[config.mk]
export PLATFORM = sky130hd
export DESIGN_NAME = dcs_selector
export DESIGN_NICKNAME = d
export VERILOG_FILES = /design/src/core/dcs_pkg.sv /design/src/core/dcs_sync.sv /design/src/core/dcs_three_wire.sv /design/src/core/dcs_selector.sv
export SDC_FILE = /design/constraint.sdc
export NUM_CORES = 1
export LEC_CHECK = 0
export ABC_CLOCK_PERIOD_IN_PS = 3450
export BUFFER_PORTS_ARGS = -buffer_cell sky130_fd_sc_hd__clkbuf_2
export CAP_MARGIN = 20
export CORE_ASPECT_RATIO = 0.75
export CORE_MARGIN = 4
export CORE_UTILIZATION = 51
export DETAILED_ROUTE_END_ITERATION = 8
export PLACE_DENSITY = 0.76
export SYNTH_ARGS = -nofsm -noshare
export SYNTH_HDL_FRONTEND = slang
export SYNTH_SLANG_ARGS = --single-unit
[constraint.sdc]
create_clock -name CLOCK -period 3.45 [get_ports CLOCK]
set_input_delay 0.345 -clock CLOCK [delete_from_list [all_inputs] [get_ports CLOCK]]
set_output_delay 0.345 -clock CLOCK [all_outputs]
set_load 0.005 [all_outputs]
[src/core/dcs_pkg.sv]
// constants and types shared by the drive command source selector
// assumes one controller clock; mode codes arrive as 8-bit binary numbers
package dcs_pkg;

  // ************************************************
  // mode codes
  // ************************************************
  localparam int MODE_W = 8;
  localparam logic [7:0] MODE_CONTACTS = 8'h00;
  localparam logic [7:0] MODE_STATE_MACHINE = 8'h01;
  localparam logic [7:0] MODE_REMOTE = 8'h02;
  localparam logic [7:0] MODE_KEY_DIR_CONT = 8'h03;
  localparam logic [7:0] MODE_EITHER_DIR_CONT = 8'h04;
  localparam logic [7:0] MODE_3W_DIR_CONT = 8'h05;
  localparam logic [7:0] MODE_KEY_DIR_KEY = 8'h0D;
  localparam logic [7:0] MODE_EITHER_DIR_KEY = 8'h0E;
  localparam logic [7:0] MODE_CONT_CW = 8'h14;
  localparam logic [7:0] MODE_KEY_CW = 8'h17;
  localparam logic [7:0] MODE_EITHER_CW = 8'h18;
  localparam logic [7:0] MODE_CONT_CCW = 8'h1E;
  localparam logic [7:0] MODE_KEY_CCW = 8'h21;
  localparam logic [7:0] MODE_EITHER_CCW = 8'h22;
  localparam logic [7:0] MODE_KEY_DIR_EITHER = 8'h2B;
  localparam logic [7:0] MODE_EITHER_DIR_EITHER = 8'h2C;
  localparam logic [7:0] MODE_3W_KEY_DIR_EITHER = 8'h2E;

  // ************************************************
  // reset values
  // ************************************************
  localparam logic [7:0] MODE_RESET = MODE_CONTACTS;
  localparam logic DIR_RESET = 1'b0;

  // ************************************************
  // source selections and run state
  // ************************************************
  typedef enum logic [2:0] {
    START_CONT = 3'h0,
    START_KEY = 3'h1,
    START_EITHER = 3'h2,
    START_SM = 3'h3,
    START_REM = 3'h4,
    START_3W = 3'h5,
    START_3W_KEY = 3'h6
  } dcs_start_src_t;

  typedef enum logic [2:0] {
    DIR_CONT = 3'h0,
    DIR_KEY = 3'h1,
    DIR_EITHER = 3'h2,
    DIR_SM = 3'h3,
    DIR_REM = 3'h4,
    DIR_FIX_CW = 3'h5,
    DIR_FIX_CCW = 3'h6
  } dcs_dir_src_t;

  typedef enum logic {
    RUN_STOPPED = 1'b0,
    RUN_RUNNING = 1'b1
  } dcs_run_state_t;

endpackage

[src/core/dcs_sync.sv]
// two-flop synchroniser for a group of pin levels
// assumes each bit is an independent slow level; no multi-bit coherence
`timescale 1ns/1ns
`default_nettype none
module dcs_sync #(
  parameter int WIDTH = 1
) (
  // clock and reset
  input wire logic clk,
  input wire logic rst,
  // levels
  input wire logic [WIDTH-1:0] async_in,
  output logic [WIDTH-1:0] sync_out
);

  logic [WIDTH-1:0] meta_reg;

  always_ff @(posedge clk or posedge rst) begin
    if (rst) begin
      meta_reg <= '0;
      sync_out <= '0;
    end else begin
      meta_reg <= async_in;
      sync_out <= meta_reg;
    end
  end

endmodule
`default_nettype wire

[src/core/dcs_three_wire.sv]
// three-wire run latch: start pulses set it, an open hold contact clears it
// assumes inputs are already synchronised to clk
`timescale 1ns/1ns
`default_nettype none
module dcs_three_wire (
  // clock and reset
  input wire logic clk,
  input wire logic rst,
  // controls
  input wire logic start_pulse,
  input wire logic stop_req,
  input wire logic preset,
  // state
  output logic running
);

  // stop wins: a held-open stop contact must never be overridden by a start
  always_ff @(posedge clk or posedge rst) begin
    if (rst) begin
      running <= 1'b0;
    end else if (stop_req) begin
      running <= 1'b0;
    end else if (start_pulse || preset) begin
      running <= 1'b1;
    end
  end

endmodule
`default_nettype wire

[src/core/dcs_selector.sv]
// drive command source selector: picks start/stop and direction sources by mode
// assumes keypad, state machine and remote signals come from logic on CLOCK;
// contact and safe-stop pins are asynchronous and synchronised here
`timescale 1ns/1ns
`default_nettype none
// Notes on behaviour
// - mode 0: everything from contacts
// - mode 1: everything from communication state machine
// - mode 2: everything from remote virtual contacts
// - mode 3: keypad start/stop, contact direction
// - mode 4: keypad or contacts, contact direction
// - mode 5: three-wire, contact direction
// - mode 13: everything from keypad
// - mode 14: keypad or contacts, keypad direction
// - modes 20/23/24 force clockwise
// - modes 30/33/34 force anticlockwise likewise
// - mode 43: keypad start/stop, either direction
// - mode 44: everything from keypad or contacts
// - mode 46: three-wire plus keypad, either direction
// - mode change into a keypad-fed or three-wire mode keeps running unless stop
// - output stage needs both safe-stop inputs high
module dcs_selector (
  // clock and reset
  input wire logic CLOCK,
  input wire logic RESET,
  // mode selection
  input wire logic [7:0] MODE_CODE,
  input wire logic MODE_WRITE,
  // digital contacts (asynchronous pins)
  input wire logic CONT_START_CW,
  input wire logic CONT_START_CCW,
  input wire logic CONT_3W_HOLD,
  // keypad
  input wire logic KEYPAD_SOURCE_START,
  input wire logic KEYPAD_SOURCE_STOP,
  input wire logic KEYPAD_SOURCE_DIR_CCW,
  // communication state machine
  input wire logic SM_RUN,
  input wire logic SM_DIR_CCW,
  // remote virtual contacts
  input wire logic REM_START_CW,
  input wire logic REM_START_CCW,
  // safe stop (asynchronous pins)
  input wire logic SAFE_STOP_INPUT_A,
  input wire logic SAFE_STOP_INPUT_B,
  // results
  output logic RUN_CMD,
  output logic DIR_CCW,
  output logic OUTPUT_ENABLE,
  output logic [7:0] ACTIVE_MODE,
  output logic MODE_REJECTED
);

  // ************************************************
  // pin synchronisation
  // ************************************************
  logic [4:0] pins_sync;
  logic c_cw;
  logic c_ccw;
  logic c_hold;
  logic ss_a;
  logic ss_b;

  dcs_sync #(
    .WIDTH(5)
  ) u_sync (
    .clk(CLOCK),
    .rst(RESET),
    .async_in({SAFE_STOP_INPUT_B, SAFE_STOP_INPUT_A, CONT_3W_HOLD, CONT_START_CCW,
      CONT_START_CW}),
    .sync_out(pins_sync)
  );

  assign c_cw = pins_sync[0];
  assign c_ccw = pins_sync[1];
  assign c_hold = pins_sync[2];
  assign ss_a = pins_sync[3];
  assign ss_b = pins_sync[4];

  // ************************************************
  // mode register
  // ************************************************
  logic [7:0] mode_reg;
  logic mode_valid;
  logic mode_accept;
  logic [7:0] eff_mode;

  function automatic logic code_listed(input logic [7:0] code);
    case (code)
      dcs_pkg::MODE_CONTACTS, dcs_pkg::MODE_STATE_MACHINE, dcs_pkg::MODE_REMOTE,
      dcs_pkg::MODE_KEY_DIR_CONT, dcs_pkg::MODE_EITHER_DIR_CONT,
      dcs_pkg::MODE_3W_DIR_CONT, dcs_pkg::MODE_KEY_DIR_KEY,
      dcs_pkg::MODE_EITHER_DIR_KEY, dcs_pkg::MODE_CONT_CW, dcs_pkg::MODE_KEY_CW,
      dcs_pkg::MODE_EITHER_CW, dcs_pkg::MODE_CONT_CCW, dcs_pkg::MODE_KEY_CCW,
      dcs_pkg::MODE_EITHER_CCW, dcs_pkg::MODE_KEY_DIR_EITHER,
      dcs_pkg::MODE_EITHER_DIR_EITHER, dcs_pkg::MODE_3W_KEY_DIR_EITHER: begin
        code_listed = 1'b1;
      end
      default: begin
        code_listed = 1'b0;
      end
    endcase
  endfunction

  assign mode_valid = code_listed(MODE_CODE);
  assign mode_accept = MODE_WRITE && mode_valid && (MODE_CODE != mode_reg);
  // decode the incoming mode in its accept cycle so latches can be preset
  assign eff_mode = mode_accept ? MODE_CODE : mode_reg;

  always_ff @(posedge CLOCK or posedge RESET) begin
    if (RESET) begin
      mode_reg <= dcs_pkg::MODE_RESET;
    end else if (mode_accept) begin
      mode_reg <= MODE_CODE;
    end
  end

  always_ff @(posedge CLOCK or posedge RESET) begin
    if (RESET) begin
      MODE_REJECTED <= 1'b0;
    end else begin
      MODE_REJECTED <= MODE_WRITE && !mode_valid;
    end
  end

  assign ACTIVE_MODE = mode_reg;

  // ************************************************
  // source decode
  // ************************************************
  dcs_pkg::dcs_start_src_t start_src;
  dcs_pkg::dcs_dir_src_t dir_src;

  always_comb begin
    case (eff_mode)
      dcs_pkg::MODE_CONTACTS: begin
        start_src = dcs_pkg::START_CONT;
        dir_src = dcs_pkg::DIR_CONT;
      end
      dcs_pkg::MODE_STATE_MACHINE: begin
        start_src = dcs_pkg::START_SM;
        dir_src = dcs_pkg::DIR_SM;
      end
      dcs_pkg::MODE_REMOTE: begin
        start_src = dcs_pkg::START_REM;
        dir_src = dcs_pkg::DIR_REM;
      end
      dcs_pkg::MODE_KEY_DIR_CONT: begin
        start_src = dcs_pkg::START_KEY;
        dir_src = dcs_pkg::DIR_CONT;
      end
      dcs_pkg::MODE_EITHER_DIR_CONT: begin
        start_src = dcs_pkg::START_EITHER;
        dir_src = dcs_pkg::DIR_CONT;
      end
      dcs_pkg::MODE_3W_DIR_CONT: begin
        start_src = dcs_pkg::START_3W;
        dir_src = dcs_pkg::DIR_CONT;
      end
      dcs_pkg::MODE_KEY_DIR_KEY: begin
        start_src = dcs_pkg::START_KEY;
        dir_src = dcs_pkg::DIR_KEY;
      end
      dcs_pkg::MODE_EITHER_DIR_KEY: begin
        start_src = dcs_pkg::START_EITHER;
        dir_src = dcs_pkg::DIR_KEY;
      end
      dcs_pkg::MODE_CONT_CW: begin
        start_src = dcs_pkg::START_CONT;
        dir_src = dcs_pkg::DIR_FIX_CW;
      end
      dcs_pkg::MODE_KEY_CW: begin
        start_src = dcs_pkg::START_KEY;
        dir_src = dcs_pkg::DIR_FIX_CW;
      end
      dcs_pkg::MODE_EITHER_CW: begin
        start_src = dcs_pkg::START_EITHER;
        dir_src = dcs_pkg::DIR_FIX_CW;
      end
      dcs_pkg::MODE_CONT_CCW: begin
        start_src = dcs_pkg::START_CONT;
        dir_src = dcs_pkg::DIR_FIX_CCW;
      end
      dcs_pkg::MODE_KEY_CCW: begin
        start_src = dcs_pkg::START_KEY;
        dir_src = dcs_pkg::DIR_FIX_CCW;
      end
      dcs_pkg::MODE_EITHER_CCW: begin
        start_src = dcs_pkg::START_EITHER;
        dir_src = dcs_pkg::DIR_FIX_CCW;
      end
      dcs_pkg::MODE_KEY_DIR_EITHER: begin
        start_src = dcs_pkg::START_KEY;
        dir_src = dcs_pkg::DIR_EITHER;
      end
      dcs_pkg::MODE_EITHER_DIR_EITHER: begin
        start_src = dcs_pkg::START_EITHER;
        dir_src = dcs_pkg::DIR_EITHER;
      end
      dcs_pkg::MODE_3W_KEY_DIR_EITHER: begin
        start_src = dcs_pkg::START_3W_KEY;
        dir_src = dcs_pkg::DIR_EITHER;
      end
      default: begin
        start_src = dcs_pkg::START_CONT;
        dir_src = dcs_pkg::DIR_CONT;
      end
    endcase
  end

  // ************************************************
  // keypad and three-wire latches
  // ************************************************
  dcs_pkg::dcs_run_state_t run_state;
  logic running;
  logic key_run_reg;
  logic key_run_next;
  logic c_start_prev_reg;
  logic c_start_pulse;
  logic tw_start;
  logic tw_stop;
  logic tw_preset;
  logic tw_run;
  logic tw_key_mode;
  logic tw_sel;
  logic key_sel;

  assign running = (run_state == dcs_pkg::RUN_RUNNING);
  // only a keypad-fed target inherits the run; otherwise a stale latch would start later
  assign key_sel = (start_src == dcs_pkg::START_KEY) || (start_src == dcs_pkg::START_EITHER);

  // preset held sources so a mode change alone does not stop the drive
  always_comb begin
    key_run_next = key_run_reg;
    if (KEYPAD_SOURCE_STOP) begin
      key_run_next = 1'b0;
    end else if (KEYPAD_SOURCE_START) begin
      key_run_next = 1'b1;
    end else if (mode_accept && running && key_sel) begin
      key_run_next = 1'b1;
    end
  end

  always_ff @(posedge CLOCK or posedge RESET) begin
    if (RESET) begin
      key_run_reg <= 1'b0;
    end else begin
      key_run_reg <= key_run_next;
    end
  end

  always_ff @(posedge CLOCK or posedge RESET) begin
    if (RESET) begin
      c_start_prev_reg <= 1'b0;
    end else begin
      c_start_prev_reg <= c_cw || c_ccw;
    end
  end

  assign c_start_pulse = (c_cw || c_ccw) && !c_start_prev_reg;
  assign tw_key_mode = (start_src == dcs_pkg::START_3W_KEY);
  assign tw_sel = (start_src == dcs_pkg::START_3W) || tw_key_mode;

  // in three-wire plus keypad mode the keypad also starts and stops
  // latch held clear outside three-wire modes: entering one must not start the drive
  assign tw_start = tw_sel && (c_start_pulse || (tw_key_mode && KEYPAD_SOURCE_START));
  assign tw_stop = !tw_sel || !c_hold || (tw_key_mode && KEYPAD_SOURCE_STOP);
  // three-wire keeps running if hold contact closed
  assign tw_preset = mode_accept && running && tw_sel;

  dcs_three_wire u_three_wire (
    .clk(CLOCK),
    .rst(RESET),
    .start_pulse(tw_start),
    .stop_req(tw_stop),
    .preset(tw_preset),
    .running(tw_run)
  );

  // ************************************************
  // run state
  // ************************************************
  logic demand;

  always_comb begin
    case (start_src)
      dcs_pkg::START_CONT: demand = c_cw || c_ccw;
      dcs_pkg::START_KEY: demand = key_run_reg;
      dcs_pkg::START_EITHER: demand = c_cw || c_ccw || key_run_reg;
      dcs_pkg::START_SM: demand = SM_RUN;
      dcs_pkg::START_REM: demand = REM_START_CW || REM_START_CCW;
      dcs_pkg::START_3W: demand = tw_run;
      dcs_pkg::START_3W_KEY: demand = tw_run;
      default: demand = 1'b0;
    endcase
  end

  // hold state during the switch cycle
  always_ff @(posedge CLOCK or posedge RESET) begin
    if (RESET) begin
      run_state <= dcs_pkg::RUN_STOPPED;
    end else if (!mode_accept) begin
      case (run_state)
        dcs_pkg::RUN_STOPPED: begin
          if (demand) begin
            run_state <= dcs_pkg::RUN_RUNNING;
          end
        end
        dcs_pkg::RUN_RUNNING: begin
          if (!demand) begin
            run_state <= dcs_pkg::RUN_STOPPED;
          end
        end
        default: begin
          run_state <= dcs_pkg::RUN_STOPPED;
        end
      endcase
    end
  end

  assign RUN_CMD = running;

  // ************************************************
  // direction
  // ************************************************
  logic cont_dir_reg;
  logic rem_dir_reg;
  logic key_dir_prev_reg;
  logic either_dir_reg;
  logic cont_dir_next;

  // both or neither start contact keeps the last direction
  always_comb begin
    cont_dir_next = cont_dir_reg;
    if (c_cw && !c_ccw) begin
      cont_dir_next = 1'b0;
    end else if (c_ccw && !c_cw) begin
      cont_dir_next = 1'b1;
    end
  end

  always_ff @(posedge CLOCK or posedge RESET) begin
    if (RESET) begin
      cont_dir_reg <= dcs_pkg::DIR_RESET;
    end else begin
      cont_dir_reg <= cont_dir_next;
    end
  end

  always_ff @(posedge CLOCK or posedge RESET) begin
    if (RESET) begin
      rem_dir_reg <= dcs_pkg::DIR_RESET;
    end else if (REM_START_CW && !REM_START_CCW) begin
      rem_dir_reg <= 1'b0;
    end else if (REM_START_CCW && !REM_START_CW) begin
      rem_dir_reg <= 1'b1;
    end
  end

  // the most recent change from either source wins; contacts win a tie
  always_ff @(posedge CLOCK or posedge RESET) begin
    if (RESET) begin
      key_dir_prev_reg <= dcs_pkg::DIR_RESET;
      either_dir_reg <= dcs_pkg::DIR_RESET;
    end else begin
      key_dir_prev_reg <= KEYPAD_SOURCE_DIR_CCW;
      if (cont_dir_next != cont_dir_reg) begin
        either_dir_reg <= cont_dir_next;
      end else if (KEYPAD_SOURCE_DIR_CCW != key_dir_prev_reg) begin
        either_dir_reg <= KEYPAD_SOURCE_DIR_CCW;
      end
    end
  end

  always_ff @(posedge CLOCK or posedge RESET) begin
    if (RESET) begin
      DIR_CCW <= dcs_pkg::DIR_RESET;
    end else begin
      case (dir_src)
        dcs_pkg::DIR_CONT: DIR_CCW <= cont_dir_reg;
        dcs_pkg::DIR_KEY: DIR_CCW <= KEYPAD_SOURCE_DIR_CCW;
        dcs_pkg::DIR_EITHER: DIR_CCW <= either_dir_reg;
        dcs_pkg::DIR_SM: DIR_CCW <= SM_DIR_CCW;
        dcs_pkg::DIR_REM: DIR_CCW <= rem_dir_reg;
        dcs_pkg::DIR_FIX_CW: DIR_CCW <= 1'b0;
        dcs_pkg::DIR_FIX_CCW: DIR_CCW <= 1'b1;
        default: DIR_CCW <= dcs_pkg::DIR_RESET;
      endcase
    end
  end

  // ************************************************
  // output stage enable
  // ************************************************
  // both safe-stop inputs high
  always_ff @(posedge CLOCK or posedge RESET) begin
    if (RESET) begin
      OUTPUT_ENABLE <= 1'b0;
    end else begin
      OUTPUT_ENABLE <= ss_a && ss_b;
    end
  end

endmodule
`default_nettype wire

==> results of run 1 <==
## critical path, cell delays in order, from the launching register on
cell      delay, ns
dfrtp_1        0.46
xnor2_1        0.18
nand4_1        0.13
o21ai_1        0.19
a21o_1         0.19
nand2_1        0.13
o21ai_4        0.09
inv_1          0.09
ha_4           0.20
a22oi_2        0.18
a21oi_1        0.08
o31ai_1        0.22
mux2i_1        0.12
a21bo_2        0.26
nor2_1         0.05
a211o_1        0.23
o211ai_1       0.17
o21ai_1        0.09
## power by group through the flow
stage,clock network (mW),registers [mW],logic (mW)
4_1_cts,0.307,0.420,0.638
5_1_grt,0.322,0.424,0.735
2_1_floorplan,0,0.423,0.454
3_5_place_dp,0,0.425,0.632
3_3_place_gp,0,0.425,0.623
6_report,0.306,0.420,0.672
## cell usage in the layout, fill, tap and decap left out, types with 3 or more instances in the layout
cell type	count
or3_1	4
nand2b_1	5
nor2b_1	3
and2_1	3
nand2_1	22
mux2i_1	9
o21ai_1	4
o31ai_1	3
nand3_1	5
clkbuf_2	32
o211ai_1	5
nor2_1	14
a21oi_1	10
nand3b_1	3
clkbuf_8	6
nor3_1	6
ha_1	5
dfrtp_1	29
xnor2_1	9
and3_1	5
buf_4	17
a22oi_2	3
o21ai_0	6
inv_1	11
inv_2	4
mux2_2	7
## layer usage
layer	global-route usage (%)	share of wire, %
met1	32.66	47
met2	30.90	43
met3	6.901	9.2
met4	6.122	0.95
met5	0	0
## synthesized netlist by cell type (2+ instances only)
library cell	number
xnor2_1	9
o31ai_1	3
buf_2	4
mux2_2	7
or3_1	4
a21oi_1	10
o21ai_1	4
o2bb2ai_1	2
a31oi_1	2
a21o_1	2
and4b_1	2
dfrtp_1	29
nand4_1	2
maj3_1	2
nand2_1	22
nand3_1	5
nand3b_1	3
and2_1	3
buf_6	3
o211ai_1	5
o22ai_1	2
o21ai_0	7
a22oi_1	2
clkbuf_1	9
nor2_1	14
nor2b_1	3
nor3_1	6
and3_1	5
inv_1	14
ha_1	9
nand2b_1	5
mux2i_1	10
## worst min-delay path by stage
| stage | start | endpoint | slack (ns) |
|---|---|---|---|
| after detailed placement | u_sync.meta_reg[3] | u_sync.sync_out[3] | 0.33 |
| after CTS | SAFE_STOP_INPUT_B | u_sync.meta_reg[4] | 0.16 |
| after floorplan | u_sync.meta_reg[0] | u_sync.sync_out[0] | 0.33 |
| after global placement | u_sync.meta_reg[3] | u_sync.sync_out[3] | 0.33 |
| after global routing | RESET | key_run_reg | 0.03 |
| final | RESET | RUN_CMD | -0.004 |
## through the flow
step | setup slack, ns | setup TNS, ns
after floorplan | 0.002119 | 0
after global placement | 0.03722 | 0
after detailed placement | -0.04267 | -0.04267
after CTS | 0.1887 | 0
after global routing | 0.01274 | 0
final | 0.2597 | 0
## timing repair
item | CTS | global route
setup buffers | 0 | 1
hold buffers | 0 | 0
setup endpoints to repair | 0 | 1
gates resized for setup | 0 | 7
## cell type report
type	instances	area [um2]
well taps	55	68.82
repair buffers	52	327.8
inverters	15	56.30
multi-input cells	173	1319
clock inverters	2	13.76
clock buffers	6	82.58
fillers	353	1460
flip-flops and latches	29	725.7
## cell families after synthesis
family	share of synthesized area, %
AOI/OAI and AO/OA	18.89
xor gates and xnor gates	3.695
adders and majority gates	6.217
buffers and inverters	6.744
DFF	34.02
muxes	9.443
and+or+nand+nor	21.00
==> flow_summary.toml, run 1 <==
[run_status]
status = "finished, violations left"
violations = "hold timing"

[power]
power_switching_mw = 0.5413
power.density_nw_per_um2 = 538.9
switching_share_pct = 38.73
p_int_mw = 0.8564
finalPower_mw = 1.398
pwr-share-comb_pct = 48.1
p_clk_share_pct = 21.9
p_leak_nw = 1.206
seqPwrFrac_pct = 30.1
ir_drop_uv = 327.9

[floorplan]
ios = 35
initial_core_util_pct = 52.62
fp.dieW_um = 82.68
dieArea_um2 = 5292
die_h_um = 64.01
rows = 20
coreArea_um2 = 4054

[sta]
setup_violations = 0
tightest_slew_ns = 0.3996
hold_ws_ns = -0.004353
finalHoldViolCount = 7
skew_ns = 0.006564
max_freq_mhz = 313.5
fin_crit_sh_pct = 92.47
rsz0062_at_grt = "false"
fin_crit_ns = 3.190
slew_headroom_pct = 73.02
slew_viol_final = 0

[route]
drt_pass1_iterations = 4
ant_nets = 0
vias_per_cell = 5.732
avgRoutedWirePerCell_um = 16.42
vias = 1903
drc = 0
first_iter_violations = 298
wl_um = 5450

[yosys]
synth_area_leaders = "dfrtp_1 (34%), ha_1 (5.3%), mux2i_1 (4.7%)"
yosysTopAreaCellShare_pct = 34.02
ys_ff_latch = 29
avgSynthCellArea_um2 = 9.156
yosys.area.top_type = "dfrtp_1"
synth_edf_count = 0
yosysWarnings = 0
syn_area_um2 = 2133
syn-num-nets = 265
async_reset_ff_share_pct = 100.0
ys_seq_area_share_pct = 34.02
syn_inst = 233
synth_cell_types = 56
synth-main-ff-cell = "dfrtp_1"

[critical_path]
crit_path_max_fanout = 10
cp_data_arrival_time_ns = 3.37
criticalPathCategory = "register to register"
required_ns = 3.63
r2r-end = "RUN_CMD"
r2r_setup_slack_ns = 0.26
critPathLaunch = "ACTIVE_MODE[7]"
worstSetupEndpoint = "RUN_CMD"
r2r_start = "ACTIVE_MODE[7]"
end_kind = "register"
startpoint_type = "register"
worstRegToRegCells = 17

[finish]
largest_register_ffs = 8
finish.utilization_pct = 63.98
diodes = 0
drive_gt1_share_pct = 32.13
layout.cells.non_filler = 332
fin_area_um2 = 2594
area_growth_pct = 21.58
nets = 308

[place]
place.gp.congestion = 0.9050
hpwl_um = 3891
place_inst = 322
place_area_um2 = 2444
io_buffers = 34

[clock_tree]
cts.sinks = 29
clock_path_buffers = 2
insertion_delay_ns = 0.29
clock_tree.root_cell = "clkbuf_8"
cts.htree.levels = 2
cts_made_buffers = 5
clkTransAtPathRegs_ns = 0.07
cts_tree = "built"

[grt]
grt_max_degree = 30
grt.overflow.total = 0
antenna_found_initial = 0
grt_pass1_wl_um = 8997
grtUsageTotal_pct = 22.14
grt_pass1_vias = 1809

[run]
drv_cap = 0

[worst_hold_path]
hold_path_class = "primary input to async pin"
Note: power is estimated with default switching activity, not from simulation.
==> inputs of run 2 (changes only) <==
Settings changed: BUFFER_PORTS_ARGS -buffer_cell sky130_fd_sc_hd__clkbuf_2 to -buffer_cell sky130_fd_sc_hd__buf_2, PLACE_DENSITY 0.76 to 0.86.
==> run 2 against run 1 <==
Net effect: global-route usage grew 0.91 points; maximum frequency shrank 2.8%; critical endpoint unchanged; sequential share of layout area grew 0.15 points; worst hold slack gained 0.081 ns; clock power is essentially flat; the run ends with DRC left; first-iteration DRC count grew 12%; sequential power shrank 1%; largest cell class unchanged; combinational power is essentially flat; flip-flop and latch count is the same; utilization shrank 0.34 points.
==> flow_summary.toml, run 2 (synthesis gave the netlist of run 1 again) <==
[finish]
fin_area_um2 = 2580
mostFrequentLayoutCells = "buf_2 (34), dfrtp_1 (29), nand2_1 (22)"
multi_input_area_um2 = 1308
final_common_cell = "buf_2"
fill_cells = 349
drive_gt1_share_pct = 31.77
nets = 308
diodes = 0
seqCellArea_um2 = 725.7
largest_register_ffs = 8
area_growth_pct = 20.94

[clock_tree]
cts_setup_buffers = 0
cts.htree.levels = 2
cts_made_buffers = 5
post_cts_resized = 0
clock_tree.root_cell = "clkbuf_8"
clkTransAtPathRegs_ns = 0.08
insertion_delay_ns = 0.29
cts_tree = "built"
cts.sinks = 29
clock_path_buffers = 2
cts_hold_buf = 0

[sta]
fin_tns_setup_ns = 0
slew_headroom_pct = 64.46
tightest_slew_ns = 0.5325
setup_violations = 0
finalHoldViolCount = 0
slew_viol_final = 0
fin_crit_sh_pct = 95.11
rsz0062_at_grt = "false"
skew_ns = 0.01066
fin_ws_ns = 0.1687
hold_ws_ns = 0.07711
fin_crit_ns = 3.281
max_freq_mhz = 304.8

[grt]
grtUsageTotal_pct = 23.06
grt.overflow.total = 0
grt_max_degree = 21
antenna_found_initial = 0
grt_pass1_vias = 1868
grt_pass1_wl_um = 9294

[critical_path]
crit_path_max_fanout = 10
critical_path.top_delay_family = "compound AO/OA/AOI/OAI gates"
end_kind = "register"
worstRegToRegCells = 17
path_cells = "buf_2 -> inv_2 -> ha_4 -> nand2b_1 -> a21boi_2 -> o211ai_1 -> a21o_1 -> buf_4 -> o21ai_2 -> inv_1 -> ha_4 -> a22oi_2 -> a21oi_1 -> o31ai_1 -> mux2i_1 -> a21bo_2 -> nor2_1 -> a211o_1 -> o211ai_1 -> o21ai_1"
r2r-end = "RUN_CMD"
cp_num_buf_inv = 4
r2r_start = "ACTIVE_MODE[7]"
criticalPathCategory = "primary input to register"
cp_data_arrival_time_ns = 3.46
critPathLaunch = "MODE_CODE[1]"
worst_path_max_delay_cell = "a21bo_2"
startpoint_type = "primary input"
r2r_setup_slack_ns = 0.23
required_ns = 3.63
max_stage_delay_ns = 0.28

[power]
power_switching_mw = 0.5419
p_clk_share_pct = 21.9
p_leak_nw = 1.207
p_int_mw = 0.8480
power.density_nw_per_um2 = 538.7
seqPwrFrac_pct = 29.8
finalPower_mw = 1.390
switching_share_pct = 38.99
pwr-share-comb_pct = 48.3
ir_drop_uv = 302.3

[floorplan]
ios = 35
die_h_um = 64.01
coreArea_um2 = 4054
dieArea_um2 = 5292
fp.dieW_um = 82.68
initial_core_util_pct = 52.62
rows = 20

[route]
wl_met2_um = 2494
first_iter_violations = 335
drt_pass1_iterations = 9
drc = 1
wl_met1_um = 2470
ant_nets = 0
avgRoutedWirePerCell_um = 16.72
vias = 1924
top_layer = "met4"
vias_per_cell = 5.795
wl_um = 5552
wl_met3_um = 562

[worst_hold_path]
hold_path_class = "primary input to async pin"

[place]
hpwl_um = 4111
io_buffers = 34
place_area_um2 = 2479
pre_cts_ws_ns = -0.04608
place.gp.congestion = 0.9737

[run_status]
status = "finished, violations left"
violations = "DRC"

[run]
drv_cap = 0
-- run 2: how the worst max path moves through the flow --
stage	to	depth (start not counted)	slack, ns
floorplan	RUN_CMD	23	0.002
global placement	RUN_CMD	19	0.07
detailed placement	RUN_CMD	19	-0.05
CTS	RUN_CMD	20	0.17
global route	key_run_reg	17	0.007
finish	RUN_CMD	20	0.17
-- run 2: power groups by stage --
stage | Combinational (mW) | Clock, mW | Sequential, mW
2_1_floorplan | 0.454 | 0 | 0.423
3_3_place_gp | 0.626 | 0 | 0.419
3_5_place_dp | 0.649 | 0 | 0.421
4_1_cts | 0.659 | 0.306 | 0.414
5_1_grt | 0.731 | 0.324 | 0.420
6_report | 0.672 | 0.304 | 0.414
-- run 2: layout make-up --
type                    count  share of cell area [%]
repair buffers             52                   12.61
flip-flops and latches     29                   28.13
clock inverters             2                  0.5335
inverters                  15                   2.182
well taps                  55                   2.667
multi-input cells         173                   50.68
clock buffers               6                   3.201
-- run 2: per-stage QoR --
| stage | cells | util (%) |
|---|---|---|
| floorplan | 233 | - |
| global placement | 323 | 60.46 |
| detailed placement | 324 | 61.14 |
| CTS | 332 | 63.52 |
| global route | 332 | 63.64 |
| finish | 332 | 63.64 |
-- run 2: per-layer routing --
metal | track usage [%] | up-vias
li1 | - | 918
met2 | 32.70 | 111
met3 | 5.775 | 4
met1 | 34.46 | 891
met4 | 6.531 | 0
met5 | 0 | -
